==> src/logic/ofw_pkg.sv <==
/*
 * ofw_pkg: constants, register offsets and carrier types for the
 * overclock frequency watchdog block.
 * assumes a single 200 MHz reference clock and a byte-wide register port.
 */
package ofw_pkg;
  // register offsets (byte index on the plain register port)
  localparam logic [7:0] OFW_A_CPU_N_LO = 8'h00;
  localparam logic [7:0] OFW_A_CPU_CTRL = 8'h01; // [0]=n msb [1]=enable
  localparam logic [7:0] OFW_A_CPU_M    = 8'h02;
  localparam logic [7:0] OFW_A_SRC_N_LO = 8'h03;
  localparam logic [7:0] OFW_A_SRC_CTRL = 8'h04; // [0]=n msb [1]=enable
  localparam logic [7:0] OFW_A_SW_CPU_FREQ_CODE     = 8'h05; // [3:0] code [4] source sel
  localparam logic [7:0] OFW_A_SMOOTH   = 8'h06; // [0] manual [1] to src
  localparam logic [7:0] OFW_A_WD_CTRL  = 8'h07;
  localparam logic [7:0] OFW_A_REC_N_LO = 8'h08;
  localparam logic [7:0] OFW_A_REC_CTRL = 8'h09; // [0]=rec n msb
  localparam logic [7:0] OFW_A_STATUS   = 8'h0a;
  localparam logic [7:0] OFW_A_EFF_N_LO = 8'h0b;
  localparam logic [7:0] OFW_A_EFF_M    = 8'h0c;
  // watchdog control field positions
  localparam int OFW_WDOG_ENABLE_BIT_BIT    = 0;
  localparam int OFW_WD_TIMER_LSB = 1;
  localparam int OFW_WD_SCALE_BIT = 4;
  localparam int OFW_WD_RMODE_BIT = 5;
  localparam int OFW_WD_RECOV_BIT = 6;
  localparam int OFW_WD_AUTO_BIT  = 7;
  // reset values
  localparam logic [8:0] OFW_N_RST      = 9'h000;
  localparam logic [6:0] OFW_M_RST      = 7'h00;
  localparam logic [2:0] OFW_TIMER_RST  = 3'h0;
  localparam logic       OFW_SCALE_RST  = 1'b1;
  localparam logic       OFW_AUTO_RST   = 1'b1;
  localparam logic [2:0] OFW_TIMER_TEST = 3'h0;
  // timing
  localparam longint OFW_CLK_HZ     = 200000000;
  localparam longint OFW_PULSE_MS   = 20;
  localparam longint OFW_SCALE0_MS  = 250;
  localparam longint OFW_SCALE1_MS  = 3000;
  localparam longint OFW_PULSE_CYC  = OFW_CLK_HZ / 1000 * OFW_PULSE_MS;
  localparam longint OFW_SCALE0_CYC = OFW_CLK_HZ / 1000 * OFW_SCALE0_MS;
  localparam longint OFW_SCALE1_CYC = OFW_CLK_HZ / 1000 * OFW_SCALE1_MS;

  typedef struct packed {
    logic [8:0] n;
    logic [6:0] m;
  } ofw_nm_s;

  typedef enum {OFW_WD_IDLE, OFW_WD_COUNT, OFW_WD_PULSE, OFW_WD_DONE} ofw_wd_e;
endpackage

==> src/logic/ofw_overclock_freq_watchdog.sv <==
/*
 * ofw_overclock_freq_watchdog: programmable N/M frequency control, software
 * frequency select override, smooth switch assignment and watchdog timer.
 * assumes the serial management slave presents single-cycle strobes on a
 * plain register port; straps are stable before power good goes low.
 */
`timescale 1ns/1ps
`default_nettype none
// Functional notes
// - prog mode on: frequency is gear times N over M, gear from freq select
// - src pll: only N programmable, M fixed per selected frequency
// - cpu and src enables reset 0; set selects that pll's N/M
// - cpu M is 7 bits, reset 0
// - cpu N and src N are 9 bits, reset 0
// - recovery only for cpu prog mode; src has none
// - 4-bit software freq code; override bit picks straps or software
// - one shared smooth switch, auto default, manual assigns by bit
// - smooth switched change ramps glitch free within 2 percent
// - expiry drives a 20 ms system reset pulse
// - countdown from timer times scale; zero gives reset and alarm flag
// - reset output usable only if strap sampled low at power good
// - timer or scale write during countdown restarts from new value
// - after pulse stay idle until new timer/scale or enable re-set
// - enable resets 0; rising edge reloads the timer
// - timer field 3 bits, reset 000; 000 is reserved test mode
// - scale bit: 250 ms when clear, 3 s when set, reset 1
// - reset mode 0: pulse plus recovery; 1: pulse only
// - recovery mode 0: hardware latched; 1: user recovery N
// - autorecovery resets 1: device writes recovery value; else user
// - autorecovery: enable set captures N and M; timeout reloads them
module ofw_overclock_freq_watchdog
  import ofw_pkg::*;
#(
  parameter longint PULSE_CYC  = OFW_PULSE_CYC,
  parameter longint SCALE0_CYC = OFW_SCALE0_CYC,
  parameter longint SCALE1_CYC = OFW_SCALE1_CYC
) (
  input  wire logic       clock,
  input  wire logic       reset,
  input  wire logic [7:0] reg_addr,
  input  wire logic [7:0] reg_wdata,
  input  wire logic       reg_write,
  input  wire logic       reg_read,
  output logic      [7:0] reg_rdata,
  input  wire logic [4:0] freq_select_straps,
  input  wire logic       system_reset_strap,
  input  wire logic       vtt_power_good_n,
  input  wire logic [8:0] hw_strap_n,
  input  wire logic [6:0] hw_strap_m,
  input  wire logic [6:0] src_table_m,
  output logic      [4:0] cpu_freq_code,
  output ofw_nm_s         cpu_pll_nm,
  output ofw_nm_s         src_pll_nm,
  output logic            smooth_to_src,
  output logic            smooth_active,
  output logic            system_reset_out_n
);
  // register state
  logic [8:0] cpu_n_r, src_n_r, rec_n_r;
  logic [6:0] cpu_m_r, rec_m_r;
  logic       cpu_en_r, src_en_r, override_r, sm_manual_r, sm_src_r;
  logic [3:0] sw_cpu_freq_code_r;
  logic       wdog_enable_bit_r, scale_r, rmode_r, recmode_r, auto_r, alarm_r;
  logic [2:0] timer_r;
  logic       booted_r, srst_ok_r;
  logic [4:0] straps_r;
  logic [8:0] hw_n_r;
  logic [6:0] hw_m_r;
  ofw_wd_e    wd_state_r, wd_state_nxt;
  logic [31:0] pre_r, pulse_r;
  logic [5:0]  ticks_r;
  logic [7:0]  rdata_nxt;

  function automatic logic wr_at(input logic [7:0] a, input logic [7:0] off);
    return a == off;
  endfunction

  wire w_cpu_lo  = reg_write && wr_at(reg_addr, OFW_A_CPU_N_LO);
  wire w_cpu_ct  = reg_write && wr_at(reg_addr, OFW_A_CPU_CTRL);
  wire w_cpu_m   = reg_write && wr_at(reg_addr, OFW_A_CPU_M);
  wire w_src_lo  = reg_write && wr_at(reg_addr, OFW_A_SRC_N_LO);
  wire w_src_ct  = reg_write && wr_at(reg_addr, OFW_A_SRC_CTRL);
  wire w_sw_cpu_freq_code    = reg_write && wr_at(reg_addr, OFW_A_SW_CPU_FREQ_CODE);
  wire w_smooth  = reg_write && wr_at(reg_addr, OFW_A_SMOOTH);
  wire w_wd      = reg_write && wr_at(reg_addr, OFW_A_WD_CTRL);
  wire w_rec_lo  = reg_write && wr_at(reg_addr, OFW_A_REC_N_LO);
  wire w_rec_ct  = reg_write && wr_at(reg_addr, OFW_A_REC_CTRL);
  wire w_status  = reg_write && wr_at(reg_addr, OFW_A_STATUS);

  wire [2:0] new_timer = reg_wdata[OFW_WD_TIMER_LSB +: 3];
  wire       new_scale = reg_wdata[OFW_WD_SCALE_BIT];
  wire       new_en    = reg_wdata[OFW_WDOG_ENABLE_BIT_BIT];
  // enable rising edge or changed timer/scale reloads the countdown
  wire wd_rise   = w_wd && new_en && !wdog_enable_bit_r;
  wire wd_change = w_wd && (new_timer != timer_r || new_scale != scale_r);
  // a write that also clears the enable must never start a countdown
  wire wd_reload = wd_rise || (wd_change && new_en);
  wire wd_drop   = w_wd && !new_en;

  wire [31:0] scale_len = scale_r ? 32'(SCALE1_CYC) : 32'(SCALE0_CYC);
  wire        tick      = (pre_r == 32'h0);
  wire        counting  = (wd_state_r == OFW_WD_COUNT);
  wire        expire    = counting && tick && ticks_r == 6'h1;
  // recovery only touches the cpu pll, and only in reset-and-recover mode
  wire        do_recover = expire && !rmode_r && cpu_en_r;

  // hardware-latched or user/captured recovery value
  wire [8:0] rec_n_sel = recmode_r ? rec_n_r : hw_n_r;
  wire [6:0] rec_m_sel = recmode_r ? rec_m_r : hw_m_r;

  // straps, hardware n/m and reset strap caught once at power good
  always_ff @(posedge clock or posedge reset) begin
    if (reset) begin
      booted_r  <= 1'b0;
      srst_ok_r <= 1'b0;
      straps_r  <= 5'h00;
      hw_n_r    <= OFW_N_RST;
      hw_m_r    <= OFW_M_RST;
    end else if (!booted_r && !vtt_power_good_n) begin
      booted_r  <= 1'b1;
      srst_ok_r <= !system_reset_strap;
      straps_r  <= freq_select_straps;
      hw_n_r    <= hw_strap_n;
      hw_m_r    <= hw_strap_m;
    end
  end

  // frequency registers
  always_ff @(posedge clock or posedge reset) begin
    if (reset) begin
      cpu_n_r <= OFW_N_RST;
      cpu_m_r <= OFW_M_RST;
      src_n_r <= OFW_N_RST;
      cpu_en_r <= 1'b0;
      src_en_r <= 1'b0;
      sw_cpu_freq_code_r <= 4'h0;
      override_r <= 1'b0;
      sm_manual_r <= 1'b0;
      sm_src_r <= 1'b0;
    end else begin
      if (do_recover) begin
        cpu_n_r <= rec_n_sel;
        cpu_m_r <= rec_m_sel;
      end else begin
        if (w_cpu_lo) cpu_n_r[7:0] <= reg_wdata;
        if (w_cpu_ct) cpu_n_r[8] <= reg_wdata[0];
        if (w_cpu_m) cpu_m_r <= reg_wdata[6:0];
      end
      if (w_cpu_ct) cpu_en_r <= reg_wdata[1];
      if (w_src_lo) src_n_r[7:0] <= reg_wdata;
      if (w_src_ct) begin
        src_n_r[8] <= reg_wdata[0];
        src_en_r   <= reg_wdata[1];
      end
      if (w_sw_cpu_freq_code) begin
        sw_cpu_freq_code_r     <= reg_wdata[3:0];
        override_r <= reg_wdata[4];
      end
      if (w_smooth) begin
        sm_manual_r <= reg_wdata[0];
        sm_src_r    <= reg_wdata[1];
      end
    end
  end

  // watchdog control and recovery registers
  always_ff @(posedge clock or posedge reset) begin
    if (reset) begin
      wdog_enable_bit_r   <= 1'b0;
      timer_r   <= OFW_TIMER_RST;
      scale_r   <= OFW_SCALE_RST;
      rmode_r   <= 1'b0;
      recmode_r <= 1'b0;
      auto_r    <= OFW_AUTO_RST;
      rec_n_r   <= OFW_N_RST;
      rec_m_r   <= OFW_M_RST;
      alarm_r   <= 1'b0;
    end else begin
      if (w_wd) begin
        wdog_enable_bit_r   <= new_en;
        timer_r   <= new_timer;
        scale_r   <= new_scale;
        rmode_r   <= reg_wdata[OFW_WD_RMODE_BIT];
        recmode_r <= reg_wdata[OFW_WD_RECOV_BIT];
        auto_r    <= reg_wdata[OFW_WD_AUTO_BIT];
      end
      // capture on enable set; m always captured, n only in autorecovery
      if (wd_rise) begin
        rec_m_r <= cpu_m_r;
        if (auto_r) rec_n_r <= cpu_n_r;
      end else if (!auto_r) begin
        if (w_rec_lo) rec_n_r[7:0] <= reg_wdata;
        if (w_rec_ct) rec_n_r[8] <= reg_wdata[0];
      end
      // set wins over a same-cycle clear
      if (expire) alarm_r <= 1'b1;
      else if (w_status && reg_wdata[0]) alarm_r <= 1'b0;
    end
  end

  // watchdog sequencer
  always_comb begin
    wd_state_nxt = wd_state_r;
    case (wd_state_r)
      OFW_WD_IDLE:  if (wd_reload) wd_state_nxt = OFW_WD_COUNT;
      OFW_WD_COUNT: begin
        if (wd_drop) wd_state_nxt = OFW_WD_IDLE;
        else if (expire) wd_state_nxt = OFW_WD_PULSE;
      end
      OFW_WD_PULSE: if (pulse_r == 32'h1) wd_state_nxt = OFW_WD_DONE;
      OFW_WD_DONE:  if (wd_reload) wd_state_nxt = OFW_WD_COUNT;
      default:      wd_state_nxt = OFW_WD_IDLE;
    endcase
    // test mode code never starts a normal timeout
    if (wd_state_nxt == OFW_WD_COUNT && wd_state_r != OFW_WD_COUNT
        && new_timer == OFW_TIMER_TEST)
      wd_state_nxt = wd_state_r;
    if (wd_state_r == OFW_WD_COUNT && wd_change && new_timer == OFW_TIMER_TEST)
      wd_state_nxt = OFW_WD_IDLE;
  end

  wire [31:0] new_len = new_scale ? 32'(SCALE1_CYC) : 32'(SCALE0_CYC);

  always_ff @(posedge clock or posedge reset) begin
    if (reset) begin
      wd_state_r <= OFW_WD_IDLE;
      pre_r      <= 32'h0;
      ticks_r    <= 6'h0;
      pulse_r    <= 32'h0;
    end else begin
      wd_state_r <= wd_state_nxt;
      if (wd_reload) begin
        pre_r   <= new_len - 32'h1;
        ticks_r <= {3'h0, new_timer};
      end else if (counting) begin
        pre_r <= tick ? scale_len - 32'h1 : pre_r - 32'h1;
        if (tick) ticks_r <= ticks_r - 6'h1;
      end
      if (expire) pulse_r <= 32'(PULSE_CYC);
      else if (pulse_r != 32'h0) pulse_r <= pulse_r - 32'h1;
    end
  end

  // outputs
  always_ff @(posedge clock or posedge reset) begin
    if (reset) begin
      cpu_freq_code      <= 5'h00;
      cpu_pll_nm         <= '0;
      src_pll_nm         <= '0;
      smooth_to_src      <= 1'b0;
      smooth_active      <= 1'b0;
      system_reset_out_n <= 1'b1;
      reg_rdata          <= 8'h00;
    end else begin
      cpu_freq_code <= override_r ? {1'b0, sw_cpu_freq_code_r} : straps_r;
      // gear constant comes from the frequency code downstream
      cpu_pll_nm <= cpu_en_r ? '{n: cpu_n_r, m: cpu_m_r}
                             : '{n: hw_n_r, m: hw_m_r};
      src_pll_nm <= '{n: src_en_r ? src_n_r : OFW_N_RST, m: src_table_m};
      // auto hands the circuit to the overclocking pll, cpu first
      smooth_to_src <= sm_manual_r ? sm_src_r : (src_en_r && !cpu_en_r);
      smooth_active <= sm_manual_r || cpu_en_r || src_en_r;
      system_reset_out_n <= !(srst_ok_r && wd_state_nxt == OFW_WD_PULSE);
      reg_rdata <= reg_read ? rdata_nxt : 8'h00;
    end
  end

  always_comb begin
    case (reg_addr)
      OFW_A_CPU_N_LO: rdata_nxt = cpu_n_r[7:0];
      OFW_A_CPU_CTRL: rdata_nxt = {6'h0, cpu_en_r, cpu_n_r[8]};
      OFW_A_CPU_M:    rdata_nxt = {1'b0, cpu_m_r};
      OFW_A_SRC_N_LO: rdata_nxt = src_n_r[7:0];
      OFW_A_SRC_CTRL: rdata_nxt = {6'h0, src_en_r, src_n_r[8]};
      OFW_A_SW_CPU_FREQ_CODE:     rdata_nxt = {3'h0, override_r, sw_cpu_freq_code_r};
      OFW_A_SMOOTH:   rdata_nxt = {6'h0, sm_src_r, sm_manual_r};
      OFW_A_WD_CTRL:  rdata_nxt = {auto_r, recmode_r, rmode_r, scale_r, timer_r, wdog_enable_bit_r};
      OFW_A_REC_N_LO: rdata_nxt = rec_n_r[7:0];
      OFW_A_REC_CTRL: rdata_nxt = {7'h0, rec_n_r[8]};
      OFW_A_STATUS:   rdata_nxt = {3'h0, straps_r[2:0], srst_ok_r, alarm_r};
      OFW_A_EFF_N_LO: rdata_nxt = cpu_pll_nm.n[7:0];
      OFW_A_EFF_M:    rdata_nxt = {1'b0, cpu_pll_nm.m};
      default:        rdata_nxt = 8'h00;
    endcase
  end

  // checks
  property p_pulse_low;
    @(posedge clock) disable iff (reset)
      (expire && srst_ok_r) |=> !system_reset_out_n [*8];
  endproperty
  a_pulse_low: assert property (p_pulse_low) else $error("reset pulse not driven");

  property p_alarm_set;
    @(posedge clock) disable iff (reset) expire |=> alarm_r;
  endproperty
  a_alarm_set: assert property (p_alarm_set) else $error("alarm not set on expiry");

  property p_strap_block;
    @(posedge clock) disable iff (reset) !srst_ok_r |=> system_reset_out_n;
  endproperty
  a_strap_block: assert property (p_strap_block) else $error("reset without strap");

  property p_idle_after;
    @(posedge clock) disable iff (reset)
      (wd_state_r == OFW_WD_DONE && !wd_reload) |=> wd_state_r == OFW_WD_DONE;
  endproperty
  a_idle_after: assert property (p_idle_after) else $error("watchdog left idle");

  property p_reload;
    @(posedge clock) disable iff (reset)
      (wd_reload && new_timer != OFW_TIMER_TEST) |=> counting && ticks_r == {3'h0, $past(new_timer)};
  endproperty
  a_reload: assert property (p_reload) else $error("countdown not reloaded");

  property p_recover;
    @(posedge clock) disable iff (reset)
      do_recover |=> cpu_n_r == $past(rec_n_sel) && cpu_m_r == $past(rec_m_sel);
  endproperty
  a_recover: assert property (p_recover) else $error("recovery value not loaded");

  property p_override;
    @(posedge clock) disable iff (reset)
      override_r |=> cpu_freq_code == {1'b0, $past(sw_cpu_freq_code_r)};
  endproperty
  a_override: assert property (p_override) else $error("software select ignored");

  property p_src_m;
    @(posedge clock) disable iff (reset) 1'b1 |=> src_pll_nm.m == $past(src_table_m);
  endproperty
  a_src_m: assert property (p_src_m) else $error("src m not fixed");
endmodule
`default_nettype wire

==> config.mk <==
export PLATFORM = sky130hd
export DESIGN_NAME = ofw_overclock_freq_watchdog
export DESIGN_NICKNAME = d
export VERILOG_FILES = /design/src/logic/ofw_pkg.sv /design/src/logic/ofw_overclock_freq_watchdog.sv
export SDC_FILE = /design/constraint.sdc
export NUM_CORES = 1
export LEC_CHECK = 0
export BUFFER_PORTS_ARGS = -buffer_cell sky130_fd_sc_hd__buf_4
export CAP_MARGIN = 25
export CORE_MARGIN = 2
export CORE_UTILIZATION = 25
export DETAILED_ROUTE_END_ITERATION = 16
export GPL_TIMING_DRIVEN = 0
export PLACE_DENSITY = 0.46
export SLEW_MARGIN = 5
export SYNTH_ARGS = -nofsm -noshare
export SYNTH_HDL_FRONTEND = slang
export SYNTH_SLANG_ARGS = --single-unit
export TNS_END_PERCENT = 10
==> constraint.sdc <==
create_clock -name clock -period 17.7 [get_ports clock]
set_input_delay 2.655 -clock clock [delete_from_list [all_inputs] [get_ports clock]]
set_output_delay 2.655 -clock clock [all_outputs]
set_load 0.05 [all_outputs]
==> results.env <==
ROUTED-VIA-COUNT=8142
WORSTSETUPSTARTPOINTTYPE='primary input'
HPWL_MM=22.8
YOSYS_TOP_CELL_BY_AREA='sky130_fd_sc_hd__dfrtp_1'
AREA_SHARE_OF_THE_LEADING_CELL_TYPE_IN_THE_SYNTHESIZED_NETLIST=0.530
YOSYS-TOP-CELLS-COUNT='sky130_fd_sc_hd__dfrtp_1 (229), sky130_fd_sc_hd__nor2_1 (85), sky130_fd_sc_hd__mux2_2 (82), sky130_fd_sc_hd__nand2_1 (70), sky130_fd_sc_hd__a21oi_1 (58)'
GRT_OVERFLOW=0
DIEHEIGHT_UM=212
WHS_ENDPOINT='booted_r$_DFFE_PP0P_'
MAX-CLOCK-PATH-BUFFERS=3
MAX-VDD-IR-DROP_mV=0.0527
NUM_IO_PINS=98
SYNTH_SEQ_CELLS=232
AVGROUTEDWIREPERCELL_UM=18.2
YOSYSSEQAREASHARE=0.538
SYN-CELL-AREA_UM2=10800
CRIT_PATH_MAX_FANOUT=10
FINAL_WTD_CONGESTION=0.853
DRT_FIRST_ITER_VIOLATIONS=459
FLOORPLAN.ROWS=76
GRT_ANTENNA_BEFORE_REPAIR=0
SETUP_TNS_NS=0
FIN_CRIT_SH=0.327
INSERTION_DELAY_NS=0.57
LAYOUT.CORE_UTILIZATION=0.314
FIRST_GLOBAL_VIAS=8495
LARGEST_NET_DEGREE_AT_THE_START_OF_GLOBAL_ROUTING=90
TIMING.FMAX_GHz=0.173
SETUP_WS_PRE_CTS_NS=11.37
POWER-PER-CELL-AREA_nW_PER_UM2=99.4
SETUP.WORST_PATH.CLASS='in -> reg'
FINAL-SETUP-VIOL-COUNT=0
SYN_AVG_CELL_AREA_UM2=11.0
WORST_SETUP_PATH_END_KIND='flop'
HOLD_PATH_CLASS='reg -> reg'
TRITONCTS='built'
SYNTH_ASYNC_SR_FLOP_SHARE=1.00
DETAIL_ROUTE.FIRST_PASS.ITERATIONS=4
YS.FLOP_TYPE='sky130_fd_sc_hd__dfrtp_1'
REQUIRED_TIME_AT_THE_WORST_SLACK_ENDPOINT_NS=18.16
WORST_R2R_ENDPOINT='pre_r[8]$_DFFE_PP0P_'
MAXCAPVIOLCOUNT=0
POST_SYNTH_NUM_CELL_TYPES=72
ACTUAL_SLEW_AT_THE_WORST_MAX_SLEW_PIN_NS=1.04
DIE_X_UM=212
TIGHTEST_SLEW_MARGIN_RELATIVE_TO_THE_LIMIT=0.301
CTS.ROOT.BUFFER_CELL='sky130_fd_sc_hd__clkbuf_16'
CORE_UM2=42900
CTS-RESIZED-GATES=0
HOLDPATHSTAGES=1
OUTCOME='complete, no violations'
LAYOUT-AREA-OVERHEAD-VS-SYNTH_PCT=24.6
IO_BUFFERS=93
PWR-SHARE-COMB=0.089
GRT_SETUP_UNREPAIRED='false'
R2R_SETUP_SLACK_NS=14.24
POWER.NET_SWITCHING_mW=0.341
DRIVE_ABOVE_1_SHARE=0.228
P_SEQ_FRAC=0.444
CLKSINKCOUNT=232
HOLD_VIOL_FINAL=0
REPORT.FINAL.SLEW_VIOL_COUNT=0
HOLDCRITSTARTPOINT='booted_r$_DFFE_PP0P_'
CRIT-REG2REG-LAUNCH='wd_state_r[12]$_DFF_PP0_'
REPORT.POWER.TOTAL_mW=1.34
TRITONCTS.NUM_BUFFERS=29
POST_SYNTH_MAIN_AREA_CONTRIBUTORS='sky130_fd_sc_hd__dfrtp_1 (53%), sky130_fd_sc_hd__mux2_2 (8.5%), sky130_fd_sc_hd__xor2_1 (3.0%)'
INTPOWER_mW=0.998
POST_CTS_HOLD_BUFFER_COUNT=0
POST_CTS_BUFFERS=0
CLK_PIN_SLEW_WORST_PATHS_NS=0.06
WARNINGS_FROM_YOSYS=0
FINAL_NET_COUNT=1201
SYNTH.MOST_COMMON_CELL='sky130_fd_sc_hd__dfrtp_1'
POST-ROUTE-WORST-SETUP-SLACK_NS=11.91
POWER.STATIC_LEAKAGE_nW=5.94
GRTUSAGETOTAL=0.146
FINCLKSKEW_NS=0.0164
DIE_AREA_UM2=44900
SWITCHING_SHARE=0.254
DETAIL_ROUTE.VIAS_PER_CELL=4.65
GRT_FIRST_PASS_WIRELENGTH_MM=50.3
POWER.CLOCK.FRACTION=0.466
SYNTH_EDF_COUNT=0
CELL_COUNT_AFTER_SYNTHESIS=984
DATA_ARRIVAL_CRITICAL_PATH_NS=6.24
DRT-TOTAL-WL_MM=31.8
WORST-R2R-CELL-COUNT=7
DRCVIOLATIONCOUNT=0
INITIAL_UTILIZATION=0.252
ROUTE.ANTENNA.REMAINING_NETS=0
FINAL_CRITICAL_PERIOD_NS=5.79
HTREE_LEVELS=1
## sequential cells by signal, indices dropped and copies added (netlist names), 3 cells and up
name,count
src_pll_nm,16
timer_r,3
cpu_freq_code,5
cpu_pll_nm,16
hw_m_r,7
ticks_r,6
reg_rdata,8
rec_m_r,7
straps_r,5
sw_cpu_freq_code_r,4
wd_state_r,32
rec_n_r,9
cpu_n_r,9
src_n_r,9
cpu_m_r,7
hw_n_r,9
pre_r,32
pulse_r,32
## critical path, cell delays in order
cell                       delay (ns)
sky130_fd_sc_hd__buf_4           0.11
sky130_fd_sc_hd__nor4_1          0.68
sky130_fd_sc_hd__nand4_1         0.42
sky130_fd_sc_hd__nor4b_2         0.75
sky130_fd_sc_hd__buf_4           0.27
sky130_fd_sc_hd__buf_2           0.34
sky130_fd_sc_hd__ha_1            0.30
sky130_fd_sc_hd__nor2b_1         0.13
sky130_fd_sc_hd__clkbuf_2        0.20
sky130_fd_sc_hd__buf_4           0.23
sky130_fd_sc_hd__nor2_1          0.10
sky130_fd_sc_hd__a21oi_1         0.05
## metal layers
metal  up-vias  track usage  part of all wire
met1      4017        0.191              0.45
met5         -            0                 0
met3        51       0.0254             0.045
met2       188        0.240              0.47
li1       3886            -                 -
met4         0       0.0539             0.028
## through the flow
| stage | instance area, µm² | instances | hold WS, ns |
|---|---|---|---|
| floorplan | 10900 | 1013 | 0.436 |
| global placement | 12300 | 1691 | 0.451 |
| detailed placement | 12400 | 1696 | 0.453 |
| CTS | 13400 | 1748 | 0.471 |
| global route | 13500 | 1750 | 0.510 |
| finish | 13500 | 1751 | 0.470 |
## final cells by class
class	count	area (µm²)
diodes	1	2.50
plain buffers	47	189
clock buffers	37	786
clock inverters	15	224
fillers	4444	29400
inverters	18	75.1
multi-input cells	716	4860
flip-flops and latches	232	5810
well taps	585	732
repair buffers	100	786
## power by group through the flow
| stage | Sequential [mW] | Clock, mW | Combinational (mW) |
|---|---|---|---|
| after detailed placement | 0.604 | 0 | 0.121 |
| after global routing | 0.599 | 0.670 | 0.132 |
| after floorplan | 0.617 | 0 | 0.0559 |
| final | 0.595 | 0.624 | 0.120 |
| after CTS | 0.595 | 0.647 | 0.122 |
| after global placement | 0.604 | 0 | 0.118 |
## how the worst max path moves through the flow
| stage | startpoint | end |
|---|---|---|
| 4_1_cts | reg_addr[5] | rec_n_r[7]$_DFFE_PP0P_ |
| 3_3_place_gp | reset | cpu_freq_code[1]$_DFF_PP0_ |
| 6_report | reg_addr[5] | rec_n_r[7]$_DFFE_PP0P_ |
| 5_1_grt | reg_addr[5] | rec_n_r[0]$_DFFE_PP0P_ |
| 3_5_place_dp | reg_addr[5] | rec_n_r[7]$_DFFE_PP0P_ |
| 2_1_floorplan | reset | alarm_r$_DFFE_PP0P_ |
## cell families (layout without fill, tap and decap cells)
logic type / count (synthesis) / count (layout) / synth area share
AND/OR/NAND/NOR: 345 / 345 / 0.170
AO/OA/AOI/OAI: 168 / 168 / 0.101
other: 1 / 31 / 0.000347
flip-flops: 232 / 232 / 0.538
XOR/XNOR: 53 / 53 / 0.0430
adder cells (fa/ha/maj): 7 / 7 / 0.00811
multiplexers: 113 / 113 / 0.117
buffers and inverters: 65 / 217 / 0.0237
## cells in the final DEF, fill, tap and decap left out, drive strengths merged, types with 4 or more instances in the layout
cell,count
buf,109
or2,4
nand2,70
a31oi,10
clkinv,7
nand3,26
a211oi,11
ha,7
nor2b,12
or3,16
mux2,82
dfrtp,229
mux2i,29
o31ai,6
clkbuf,75
nand4b,4
o21ai,25
inv,19
and3,4
a21oi,58
a221oi,6
xnor2,16
a22oi,7
or4,11
o211ai,15
a21o,4
bufinv,5
nand2b,7
xor2,37
conb,30
nand4,11
nor3,33
and2,12
nor2,86
nor4,39
(Power assumes the default switching activity.)
